### src/smbcr_pkg.sv
// Constants, types and register map for the SMBus output control bank.
// Assumes a single 250 MHz clock and synchronous active-high reset.
package smbcr_pkg;

  // ----------------------------------------------------------------
  // Clock and bus timing
  // ----------------------------------------------------------------
  localparam int          CLK_PERIOD_NS = 4;
  localparam int          SDA_HOLD_NS   = 300;
  localparam int          SDA_HOLD_INT  = (SDA_HOLD_NS + CLK_PERIOD_NS - 1) / CLK_PERIOD_NS;
  localparam logic [6:0]  SDA_HOLD_CYC  = 7'(SDA_HOLD_INT);
  localparam logic [6:0]  SLAVE_ADDR    = 7'h6E;

  // ----------------------------------------------------------------
  // Register indices
  // ----------------------------------------------------------------
  localparam logic [7:0] IDX_OUT_EN_LO  = 8'h01;
  localparam logic [7:0] IDX_OUT_EN_HI  = 8'h02;
  localparam logic [7:0] IDX_PIN_RB_LO  = 8'h03;
  localparam logic [7:0] IDX_PIN_RB_HI  = 8'h04;
  localparam logic [7:0] IDX_VEND_REV   = 8'h05;
  localparam logic [7:0] IDX_PART_ID    = 8'h06;
  localparam logic [7:0] IDX_RD_COUNT   = 8'h07;

  // ----------------------------------------------------------------
  // Reset values and identification
  // ----------------------------------------------------------------
  localparam logic [7:0]  RST_OUT_EN_LO = 8'hFF;
  localparam logic [7:0]  RST_OUT_EN_HI = 8'h0F;
  localparam logic [7:0]  RST_RD_COUNT  = 8'h07;
  // Identification values are arbitrary
  localparam logic [3:0]  VENDOR_CODE   = 4'hA;
  localparam logic [3:0]  REVISION_CODE = 4'h3;
  localparam logic [7:0]  RST_PART_ID   = 8'h5A;
  localparam logic [1:0]  RST_BUS_IDLE  = 2'h3;
  localparam logic [11:0] RST_PIN_N     = 12'hFFF;

  // ----------------------------------------------------------------
  // Types
  // ----------------------------------------------------------------
  typedef enum logic [2:0] {
    S_IDLE = 3'h0,
    S_RX   = 3'h1,
    S_ACK  = 3'h2,
    S_ACKD = 3'h3,
    S_TXW  = 3'h4,
    S_TX   = 3'h5,
    S_HREL = 3'h6,
    S_HACK = 3'h7
  } smbcr_state_e;

  typedef enum logic [1:0] {
    K_ADDR  = 2'h0,
    K_INDEX = 2'h1,
    K_COUNT = 2'h2,
    K_DATA  = 2'h3
  } smbcr_kind_e;

  typedef struct packed {
    logic scl;
    logic sda;
  } smbcr_bus_s;

endpackage

### src/smbcr_sync.sv
// Two-flop synchroniser for a group of pin inputs.
// Assumes the inputs are asynchronous to i_clk.
`timescale 1ns/1ps
module smbcr_sync #(
  parameter int           W   = 1,
  parameter logic [W-1:0] RST = '0
) (
  input  wire logic         i_clk,
  input  wire logic         i_srst,
  input  wire logic [W-1:0] i_async,
  output logic      [W-1:0] o_sync
);

  logic [W-1:0] meta_q;
  logic [W-1:0] sync_q;

  always_ff @(posedge i_clk) begin
    if (i_srst) begin
      meta_q <= RST;
      sync_q <= RST;
    end else begin
      meta_q <= i_async;
      sync_q <= meta_q;
    end
  end

  assign o_sync = sync_q;

endmodule

### src/smbcr_top.sv
// SMBus slave with the output enable, pin readback, ident and count bank.
// Assumes SCL and SDA arrive as pins; SDA is open drain, pulled up outside.
// Behaviour
// - Index 1 holds software enables for outputs 7..0, 1 allows, 0 floats, reset all ones.
// - Index 2 bits 3..0 enable outputs 11..8 (reset 1); bits 7..4 are writable, reset 0.
// - Index 3 reads the live active-low enable pins of outputs 7..0.
// - Index 4 reads the pins of outputs 11..8 in bits 3..0, upper bits read 0.
// - An output is driven only when its software bit is 1 and its pin is 0.
// - Index 5 returns a fixed vendor code in bits 7..4 and revision code in bits 3..0.
// - Index 7 is a writable count returned first on a block read, reset to 7.
// - A block write sends index, count, then data stored at consecutive indices, all acked.
// - A block read returns the count byte, then consecutive bytes until the host nacks.
`timescale 1ns/1ps
module smbcr_top (
  input  wire logic        i_clk,
  input  wire logic        i_srst,
  input  wire logic        i_scl,
  input  wire logic        i_sda,
  input  wire logic [11:0] i_out_enable_pin_n,
  output logic             o_sda,
  output logic             o_sda_oe,
  output logic      [11:0] o_clk_out_pair_en
);

  // ----------------------------------------------------------------
  // Pin synchronisers
  // ----------------------------------------------------------------
  smbcr_pkg::smbcr_bus_s bus_s;
  logic [1:0]            bus_raw;
  logic [11:0]           pin_n_s;

  smbcr_sync #(.W(2), .RST(smbcr_pkg::RST_BUS_IDLE)) u_bus_sync (
    .i_clk   (i_clk),
    .i_srst  (i_srst),
    .i_async ({i_scl, i_sda}),
    .o_sync  (bus_raw)
  );

  smbcr_sync #(.W(12), .RST(smbcr_pkg::RST_PIN_N)) u_pin_sync (
    .i_clk   (i_clk),
    .i_srst  (i_srst),
    .i_async (i_out_enable_pin_n),
    .o_sync  (pin_n_s)
  );

  assign bus_s = smbcr_pkg::smbcr_bus_s'(bus_raw);

  // ----------------------------------------------------------------
  // State
  // ----------------------------------------------------------------
  smbcr_pkg::smbcr_state_e state_q, state_d;
  smbcr_pkg::smbcr_kind_e  kind_q,  kind_d;
  logic [7:0]  sh_q,      sh_d;
  logic [2:0]  bit_q,     bit_d;
  logic [7:0]  idx_q,     idx_d;
  logic [7:0]  cnt_q,     cnt_d;
  logic        rw_q,      rw_d;
  logic        scl_p_q,   sda_p_q;
  logic        pend_q,    pend_d;
  logic [6:0]  hold_q,    hold_d;
  logic        sda_oe_q,  sda_oe_d;
  logic [7:0]  en_lo_q,   en_lo_d;
  logic [7:0]  en_hi_q,   en_hi_d;
  logic [7:0]  part_id_q, part_id_d;
  logic [7:0]  count_q,   count_d;
  logic [11:0] drive_q,   drive_d;
  logic [7:0]  rd_data;
  logic        wr_en;
  logic        scl_rise, scl_fall, bus_start, bus_stop;

  assign scl_rise  = bus_s.scl & ~scl_p_q;
  assign scl_fall  = ~bus_s.scl & scl_p_q;
  assign bus_start = bus_s.scl & scl_p_q & sda_p_q & ~bus_s.sda;
  assign bus_stop  = bus_s.scl & scl_p_q & ~sda_p_q & bus_s.sda;

  // ----------------------------------------------------------------
  // Read multiplexer
  // ----------------------------------------------------------------
  always_comb begin
    case (idx_q)
      smbcr_pkg::IDX_OUT_EN_LO: rd_data = en_lo_q;
      smbcr_pkg::IDX_OUT_EN_HI: rd_data = en_hi_q;
      smbcr_pkg::IDX_PIN_RB_LO: rd_data = pin_n_s[7:0];
      smbcr_pkg::IDX_PIN_RB_HI: rd_data = {4'h0, pin_n_s[11:8]};
      smbcr_pkg::IDX_VEND_REV:  rd_data = {smbcr_pkg::VENDOR_CODE, smbcr_pkg::REVISION_CODE};
      smbcr_pkg::IDX_PART_ID:   rd_data = part_id_q;
      smbcr_pkg::IDX_RD_COUNT:  rd_data = count_q;
      default:                  rd_data = 8'h00;
    endcase
  end

  // ----------------------------------------------------------------
  // Bus engine and register writes
  // ----------------------------------------------------------------
  always_comb begin
    state_d   = state_q;
    kind_d    = kind_q;
    sh_d      = sh_q;
    bit_d     = bit_q;
    idx_d     = idx_q;
    cnt_d     = cnt_q;
    rw_d      = rw_q;
    pend_d    = pend_q;
    hold_d    = hold_q;
    sda_oe_d  = sda_oe_q;
    en_lo_d   = en_lo_q;
    en_hi_d   = en_hi_q;
    part_id_d = part_id_q;
    count_d   = count_q;
    wr_en     = 1'b0;
    if (hold_q != 7'h00) begin
      hold_d = hold_q - 7'h01;
      if (hold_q == 7'h01) begin
        sda_oe_d = pend_q;
      end
    end
    if (bus_start) begin
      state_d  = smbcr_pkg::S_RX;
      kind_d   = smbcr_pkg::K_ADDR;
      bit_d    = 3'h0;
      pend_d   = 1'b0;
      hold_d   = 7'h00;
      sda_oe_d = 1'b0;
    end else if (bus_stop) begin
      state_d  = smbcr_pkg::S_IDLE;
      pend_d   = 1'b0;
      hold_d   = 7'h00;
      sda_oe_d = 1'b0;
    end else begin
      if (scl_rise) begin
        case (state_q)
          smbcr_pkg::S_RX: begin
            sh_d  = {sh_q[6:0], bus_s.sda};
            bit_d = bit_q + 3'h1;
            if (bit_q == 3'h7) begin
              state_d = smbcr_pkg::S_ACK;
              case (kind_q)
                smbcr_pkg::K_ADDR: begin
                  if (sh_d[7:1] == smbcr_pkg::SLAVE_ADDR) begin
                    rw_d = sh_d[0];
                    if (!sh_d[0]) begin
                      kind_d = smbcr_pkg::K_INDEX;
                    end
                  end else begin
                    state_d = smbcr_pkg::S_IDLE;
                  end
                end
                smbcr_pkg::K_INDEX: begin
                  idx_d  = sh_d;
                  kind_d = smbcr_pkg::K_COUNT;
                end
                smbcr_pkg::K_COUNT: begin
                  cnt_d  = sh_d;
                  kind_d = smbcr_pkg::K_DATA;
                end
                default: begin
                  if (cnt_q != 8'h00) begin
                    wr_en = 1'b1;
                    idx_d = idx_q + 8'h01;
                    cnt_d = cnt_q - 8'h01;
                  end
                end
              endcase
            end
          end
          smbcr_pkg::S_TX: begin
            bit_d = bit_q + 3'h1;
            if (bit_q == 3'h7) begin
              state_d = smbcr_pkg::S_HREL;
            end
          end
          smbcr_pkg::S_HACK: begin
            if (!bus_s.sda) begin
              sh_d    = rd_data;
              idx_d   = idx_q + 8'h01;
              state_d = smbcr_pkg::S_TXW;
            end else begin
              state_d = smbcr_pkg::S_IDLE;
            end
          end
          default: ;
        endcase
      end
      if (scl_fall) begin
        hold_d = smbcr_pkg::SDA_HOLD_CYC;
        case (state_q)
          smbcr_pkg::S_ACK: begin
            pend_d  = 1'b1;
            state_d = smbcr_pkg::S_ACKD;
          end
          smbcr_pkg::S_ACKD: begin
            bit_d = 3'h0;
            if (kind_q == smbcr_pkg::K_ADDR && rw_q) begin
              sh_d    = count_q;
              pend_d  = ~count_q[7];
              state_d = smbcr_pkg::S_TX;
            end else begin
              pend_d  = 1'b0;
              state_d = smbcr_pkg::S_RX;
            end
          end
          smbcr_pkg::S_TX: begin
            sh_d   = {sh_q[6:0], 1'b0};
            pend_d = ~sh_q[6];
          end
          smbcr_pkg::S_HREL: begin
            pend_d  = 1'b0;
            state_d = smbcr_pkg::S_HACK;
          end
          smbcr_pkg::S_TXW: begin
            pend_d  = ~sh_q[7];
            bit_d   = 3'h0;
            state_d = smbcr_pkg::S_TX;
          end
          default: pend_d = 1'b0;
        endcase
      end
    end
    if (wr_en) begin
      case (idx_q)
        smbcr_pkg::IDX_OUT_EN_LO: en_lo_d   = sh_d;
        smbcr_pkg::IDX_OUT_EN_HI: en_hi_d   = sh_d;
        smbcr_pkg::IDX_PART_ID:   part_id_d = sh_d;
        smbcr_pkg::IDX_RD_COUNT:  count_d   = sh_d;
        default: ;
      endcase
    end
    drive_d = {en_hi_q[3:0], en_lo_q} & ~pin_n_s;
  end

  always_ff @(posedge i_clk) begin
    if (i_srst) begin
      state_q   <= smbcr_pkg::S_IDLE;
      kind_q    <= smbcr_pkg::K_ADDR;
      sh_q      <= 8'h00;
      bit_q     <= 3'h0;
      idx_q     <= 8'h00;
      cnt_q     <= 8'h00;
      rw_q      <= 1'b0;
      scl_p_q   <= 1'b1;
      sda_p_q   <= 1'b1;
      pend_q    <= 1'b0;
      hold_q    <= 7'h00;
      sda_oe_q  <= 1'b0;
      en_lo_q   <= smbcr_pkg::RST_OUT_EN_LO;
      en_hi_q   <= smbcr_pkg::RST_OUT_EN_HI;
      part_id_q <= smbcr_pkg::RST_PART_ID;
      count_q   <= smbcr_pkg::RST_RD_COUNT;
      drive_q   <= 12'h000;
    end else begin
      state_q   <= state_d;
      kind_q    <= kind_d;
      sh_q      <= sh_d;
      bit_q     <= bit_d;
      idx_q     <= idx_d;
      cnt_q     <= cnt_d;
      rw_q      <= rw_d;
      scl_p_q   <= bus_s.scl;
      sda_p_q   <= bus_s.sda;
      pend_q    <= pend_d;
      hold_q    <= hold_d;
      sda_oe_q  <= sda_oe_d;
      en_lo_q   <= en_lo_d;
      en_hi_q   <= en_hi_d;
      part_id_q <= part_id_d;
      count_q   <= count_d;
      drive_q   <= drive_d;
    end
  end

  logic sda_zero_q;
  always_ff @(posedge i_clk) begin
    sda_zero_q <= 1'b0;
  end

  assign o_sda             = sda_zero_q;
  assign o_sda_oe          = sda_oe_q;
  assign o_clk_out_pair_en = drive_q;
endmodule

### config.mk
export PLATFORM = sky130hd
export DESIGN_NAME = smbcr_top
export DESIGN_NICKNAME = d
export VERILOG_FILES = /design/src/smbcr_pkg.sv /design/src/smbcr_sync.sv /design/src/smbcr_top.sv
export SDC_FILE = /design/constraint.sdc
export NUM_CORES = 1
export LEC_CHECK = 0
export BUFFER_PORTS_ARGS = -buffer_cell sky130_fd_sc_hd__buf_4
export CAP_MARGIN = 20
export CORE_MARGIN = 1
export CORE_UTILIZATION = 61
export CTS_BUF_LIST = sky130_fd_sc_hd__clkbuf_16
export DETAILED_ROUTE_END_ITERATION = 10
export PLACE_DENSITY = 0.9
export SETUP_SLACK_MARGIN = 0.15
export SYNTH_ARGS = -nofsm -noshare
export SYNTH_HDL_FRONTEND = slang
export SYNTH_SLANG_ARGS = --single-unit
export TNS_END_PERCENT = 100
### constraint.sdc
create_clock -name i_clk -period 2.63 [get_ports i_clk]
set_input_delay 0.263 -clock i_clk [delete_from_list [all_inputs] [get_ports i_clk]]
set_output_delay 0.263 -clock i_clk [all_outputs]
set_load 0.02 [all_outputs]
==> summary.txt, run 1 <==
Layout
  – Final #Nets: 686
  – Commonest non-fill, non-tap cell in the layout: dfxtp_1
  – Commonest non-fill, non-tap cells in the layout: dfxtp_1, a21oi_1, buf_4
  – Area Overhead vs Synth: 15.5%
  – ANT cells: 0
  – Share of post-route cells with drive strength above 1: 0.226
  – Final Instance Count excl. Fillers: 776

Routing
  – Routed wire length per instance: 19.9 um
  – DR pass1 iterations: 6
  – Routed Antenna Nets: 0
  – Vias per cell: 6.74
  – Iter 0 DRT Violations: 650
  – Drc violations: 0
  – Vias: 5,232
  – Routed WL: 15,500 um

Setup path
  – R2R cell count: 7
  – Reg2reg end: count_q[2]$_SDFFE_PP1P_
  – Worst-path fanout max: 9
  – Nature of the critical path startpoint: flip-flop
  – Setup slack, reg-to-reg: 0.22 ns
  – Crit path from: idx_q[1]$_SDFFE_PP0P_
  – Worst Setup End Kind: flip-flop
  – Crit path required time: 2.88 ns
  – Worst setup path endpoint: count_q[2]$_SDFFE_PP1P_
  – RR Startpoint: idx_q[1]$_SDFFE_PP0P_
  – Critical path class: reg -> reg
  – Crit path DAT: 2.66 ns

Logic synthesis
  – Register bit count reported by yosys: 116
  – Seq/Total Area, Yosys: 0.406
  – Syn avg cell area: 9.03 um^2
  – Top_reg_cell synth: dfxtp_1
  – Synthesized area: 0.00571 mm^2
  – Post-synth cell types: 78
  – Syn Inst Count: 633
  – Yosys warnings: 0
  – Post-synth ARST share: 0
  – Number of flops mapped to enable cells by yosys: 0
  – Synth Net Count: 664

Pwr
  – Peak supply drop: 0.583 mV
  – Clock power frac: 0.475
  – NetSw: 1230 uW
  – Seq pwr share: 0.418
  – Pleak: 0.00245 uW
  – P_int: 3370 uW
  – Switching Fraction: 0.267
  – Comb pwr share: 0.107
  – Pwr Density: 697 mW/mm^2

Floorplan
  – Die width: 98.8 um
  – Total core area: 0.00889 mm^2
  – Die Ht: 98.8 um
  – Initial Utilization: 0.643
  – Die Area: 0.00976 mm^2
  – Num ports: 30
  – Row Count: 34

STA
  – Fin. Hold Viols: 0
  – Crit path time final: 2.41 ns
  – Actual slew at the worst max-slew pin: 0.646 ns
  – Setup-failing EPs final: 0
  – Fmax: 415 MHz
  – Period utilization: 0.917
  – Final Skew: 0.00768 ns
  – RSZ-0062 raised after global routing: false
  – TNS Setup: 0 ns
  – Max-Slew Margin vs Limit: 0.569
  – Max-slew violation count: 0

Placed design
  – Post-DP HPWL: 10,200 um
  – Port Buffer Count: 28
  – Routability congestion estimate: 1.00
  – Placed cells: 744

Clocking
  – CTS root buf: clkbuf_16
  – H-tree depth: 4
  – TritonCTS buffer count: 17
  – Clk sinks: 116
  – Worst-path clk slew: 0.06 ns
  – CTS Buffer Depth: 2
  – Hold buffers post-CTS: 0
  – CTS tree: yes
  – Clk Latency, worst-skew pair: 0.41 ns

Global routing
  – Initial antenna violation count: 0
  – Total gr overflow: 0
  – First-pass GRT wire length: 25,400 um
  – Total GRT Usage: 0.331
  – Vias in the first global route: 5,147
  – Largest net degree at the start of global routing: 56

Hold path
  – Hold Crit Class: in -> reg
  – Critical hold path startpoint: i_scl

Flow run
  – Maximum Capacitance Violations: 0

Run status
  – Status: complete, no violations
[power groups by stage]
stage	registers (uW)	clock network (uW)	logic [uW]
2_1_floorplan	1930	0	377
3_3_place_gp	1950	0	456
3_5_place_dp	1960	0	474
4_1_cts	1920	2200	490
5_1_grt	1930	2280	544
6_report	1930	2180	492
[worst min-delay path by stage]
stage                                                  end  slack (ns)  cells past startpoint
after CTS                  u_bus_sync.meta_q[1]$_SDFF_PP1_        0.02                      2
after global placement    u_pin_sync.o_sync[10]$_SDFF_PP1_        0.39                      1
after global routing      u_pin_sync.meta_q[11]$_SDFF_PP1_        0.02                      2
after floorplan            u_bus_sync.meta_q[0]$_SDFF_PP1_        0.37                      1
final                      u_bus_sync.meta_q[1]$_SDFF_PP1_        0.03                      2
after detailed placement  u_pin_sync.o_sync[11]$_SDFF_PP1_        0.39                      1
[what timing repair did]
action,4_1_cts,5_1_grt
setup endpoints to repair,4,21
gates resized for setup,2,6
pin swaps,1,1
buffers inserted,0,0
[layer usage]
metal | track usage | part of all wire
met5 | 0 | 0
met3 | 0.0794 | 0.094
met1 | 0.402 | 0.40
met4 | 0.207 | 0.045
met2 | 0.531 | 0.47
[cells in the mapped netlist (all sizes together) (13+ instances only)]
master	count	area share
dfxtp	116	0.41
a21oi	52	0.046
nor2	46	0.031
nand2	36	0.024
nor3	30	0.035
o21ai	30	0.027
or2	30	0.033
clkbuf	26	0.017
a211oi	21	0.029
inv	20	0.013
buf	19	0.021
nor3b	16	0.022
ha	15	0.033
o211ai	13	0.018
[final cells by class]
type	instances	area [um^2]
Multi-Input combinational cell	451	3130
Inverter	21	78.8
Clock buffer	17	425
Timing Repair Buffer	48	373
Fill cell	605	2290
Clock inverter	15	133
Tap cell	108	135
Sequential cell	116	2320
[critical path: stages (launching register included)]
cell      delay (ns)
dfxtp_1         0.38
inv_1           0.10
ha_1            0.32
a2111o_1        0.46
nand3_1         0.20
nor2_2          0.16
a221oi_2        0.47
a31oi_1         0.16
[flip-flops by register name, indices dropped and copies added, names as in the netlist, 7 cells and up]
name and cells:
o_clk_out_pair_en 12, part_id_q 8, en_hi_q 8, idx_q 8, count_q 8, hold_q 7
cnt_q 8, en_lo_q 8, u_pin_sync.meta_q 12, sh_q 8, u_pin_sync.o_sync 12
[kinds of logic after synthesis]
group                      Yosys count  share of synthesized area
other                                1                   0.000656
adders and majority gates           15                     0.0328
buffers and inverters               66                     0.0519
AOI/OAI and AO/OA                  184                      0.227
DFF                                116                      0.406
xor gates and xnor gates             8                     0.0123
muxes                                9                     0.0164
and+or+nand+nor                    234                      0.253
[per-stage QoR]
step / setup slack, ns / total power [uW] / instance area, um^2 / util / hold slack (ns)
after global routing: 0.149 / 4760 / 6600 / 0.743 / 0.0198
after global placement: 0.294 / 2410 / 6000 / 0.675 / 0.391
after floorplan: 0.446 / 2310 / 5710 / - / 0.367
after CTS: 0.203 / 4610 / 6580 / 0.740 / 0.0236
after detailed placement: 0.165 / 2430 / 6000 / 0.675 / 0.393
final: 0.219 / 4600 / 6600 / 0.743 / 0.0309
(Power assumes the default switching activity.)
==> inputs of run 2 (changes only) <==
- PLACE_DENSITY: 0.9 -> 0.81
==> summary.txt, run 2 (same netlist as run 1, synthesis figures left out) <==
Run status
  – Status: complete, no violations (unchanged)

Clocking
  – H-tree depth: 4 (unchanged)
  – Hold buffers post-CTS: 0 (unchanged)
  – Clk sinks: 116 (unchanged)
  – Clk Latency, worst-skew pair: 0.42 ns (was 0.41 ns)
  – CTS Buffer Depth: 2 (unchanged)
  – CTS tree: yes (unchanged)
  – TritonCTS buffer count: 17 (unchanged)
  – Worst-path clk slew: 0.06 ns (about the same)
  – Post-CTS Setup Repair Bufs: 0 (unchanged)
  – CTS root buf: clkbuf_16 (unchanged)

Routing
  – Routed WL: 15,200 um (was 15,500 um)
  – Drc violations: 0 (unchanged)
  – DR pass1 iterations: 6 (unchanged)
  – Routed wl met2: 7110 um (was 7190 um)
  – Iter 0 DRT Violations: 480 (was 650)
  – Routed metal-1 wirelength: 6370 um (was 6120 um)
  – Routed Antenna Nets: 0 (unchanged)
  – Vias per cell: 6.56 (was 6.74)
  – Routed wire length per instance: 19.6 um (was 19.9 um)
  – DR WL met3: 1240 um (was 1450 um)
  – Top Layer Used: met4 (unchanged)
  – Vias: 5,065 (was 5,232)

Floorplan
  – Die Ht: 98.8 um (unchanged)
  – Initial Utilization: 0.643 (unchanged)
  – Die Area: 0.00976 mm^2 (unchanged)
  – Num ports: 30 (unchanged)
  – Row Count: 34 (unchanged)
  – Total core area: 0.00889 mm^2 (unchanged)
  – Die width: 98.8 um (unchanged)

Setup path
  – Crit path required time: 2.90 ns (was 2.88 ns)
  – CP bufs+invs: 2 (was 1)
  – Critical path class: reg -> reg (unchanged)
  – CP max stage delay: 0.48 ns (was 0.47 ns)
  – Worst-path fanout max: 8 (was 9)
  – Crit path DAT: 2.65 ns (was 2.66 ns)
  – Critical path cell sequence: inv_1 -> ha_1 -> buf_4 -> a2111o_1 -> nand3_1 -> nor2_2 -> a221oi_2 -> a31oi_1 (was inv_1 -> ha_1 -> a2111o_1 -> nand3_1 -> nor2_2 -> a221oi_2 -> a31oi_1)
  – Nature of the critical path startpoint: flip-flop (unchanged)
  – Cell family with most CP delay: compound AO/OA/AOI/OAI gates (unchanged)
  – Worst Setup End Kind: flip-flop (unchanged)
  – Crit-path slowest cell: a221oi_2 (unchanged)

Global routing
  – Largest net degree at the start of global routing: 71 (was 56)
  – Vias in the first global route: 4,812 (was 5,147)
  – Initial antenna violation count: 0 (unchanged)
  – Total gr overflow: 0 (unchanged)
  – First-pass GRT wire length: 25,000 um (was 25,400 um)
  – Total GRT Usage: 0.327 (was 0.331)

Layout
  – Commonest non-fill, non-tap cells in the layout: dfxtp_1, a21oi_1, nor2_1, buf_4, nand2_1 (was dfxtp_1, a21oi_1, buf_4)
  – Final #Nets: 683 (was 686)
  – Area Overhead vs Synth: 15.3% (was 15.5%)
  – ANT cells: 0 (unchanged)
  – Filler cells: 636 (was 605)
  – Commonest non-fill, non-tap cell in the layout: dfxtp_1 (unchanged)
  – Share of post-route cells with drive strength above 1: 0.223 (was 0.226)

STA
  – Period utilization: 0.906 (was 0.917)
  – Max-slew violation count: 0 (unchanged)
  – Final Skew: 0.0139 ns (was 0.00768 ns)
  – Fmax: 420 MHz (was 415 MHz)
  – Actual slew at the worst max-slew pin: 0.694 ns (was 0.646 ns)
  – RSZ-0062 raised after global routing: false (unchanged)
  – Crit path time final: 2.38 ns (was 2.41 ns)
  – Setup-failing EPs final: 0 (unchanged)
  – Max-Slew Margin vs Limit: 0.537 (was 0.569)
  – Fin. Hold Viols: 0 (unchanged)
  – TNS Setup: 0 ns (unchanged)

Pwr
  – Pwr Total: 4730 uW (was 4600 uW)
  – Peak supply drop: 0.475 mV (was 0.583 mV)
  – Pwr Density: 718 mW/mm^2 (was 697 mW/mm^2)
  – Pleak: 0.00244 uW (was 0.00245 uW)

Placed design
  – Port Buffer Count: 28 (unchanged)
  – Post-DP HPWL: 10,000 um (was 10,200 um)
  – Routability congestion estimate: 0.951 (was 1.00)

Flow run
  – Maximum Capacitance Violations: 0 (unchanged)

Hold path
  – Hold Crit Class: in -> reg (unchanged)
run 2: metal layers:
metal	up-vias	global-route usage
met2	272	0.528
met4	0	0.137
met5	-	0
met3	39	0.0539
li1	2378	-
met1	2376	0.436
run 2: where the power goes:
group          internal [uW]  switching (uW)  leakage [uW]  total [uW]
Combinational            230             258       0.00121         489
Sequential              1840            84.3      0.000946        1930
Clock                   1480             841      0.000286        2320
Total                   3550            1180       0.00244        4730
run 2: path summary, 6_finish.rpt:
kind | startpoint | end | slack, ns | depth (start not counted)
worst min register to register | u_pin_sync.meta_q[2]$_SDFF_PP1_ | u_pin_sync.o_sync[2]$_SDFF_PP1_ | 0.41 | 1
worst max register to register | idx_q[0]$_SDFFE_PP0P_ | count_q[2]$_SDFFE_PP1P_ | 0.25 | 8
worst max-delay path | idx_q[0]$_SDFFE_PP0P_ | count_q[2]$_SDFFE_PP1P_ | 0.25 | 8
worst min-delay path | i_scl | u_bus_sync.meta_q[1]$_SDFF_PP1_ | 0.02 | 2
run 2: final cells by class:
type / count / area, um^2 / area share
Multi-Input combinational cell: 451 / 3120 / 0.474
Clock inverter: 14 / 163 / 0.0247
Tap cell: 108 / 135 / 0.0205
Sequential cell: 116 / 2320 / 0.353
Clock buffer: 17 / 425 / 0.0646
Inverter: 21 / 78.8 / 0.0120
Timing Repair Buffer: 45 / 338 / 0.0513
run 2: timing repair:
action	4_1_cts	5_1_grt
gates resized for setup	1	6
pin swaps	0	1
endpoints found under the setup margin	4	26
run 2: metrics by stage:
| stage | setup WS (ns) | instance area, um^2 | instances | utilization | hold slack [ns] |
|---|---|---|---|---|---|
| 2_1_floorplan | 0.446 | 5710 | 633 | - | 0.367 |
| 3_3_place_gp | 0.290 | 5970 | 741 | 0.671 | 0.391 |
| 3_5_place_dp | 0.202 | 5970 | 741 | 0.671 | 0.396 |
| 4_1_cts | 0.211 | 6570 | 772 | 0.739 | 0.0277 |
| 5_1_grt | 0.134 | 6590 | 772 | 0.741 | 0.0263 |
| 6_report | 0.248 | 6590 | 772 | 0.741 | 0.0231 |
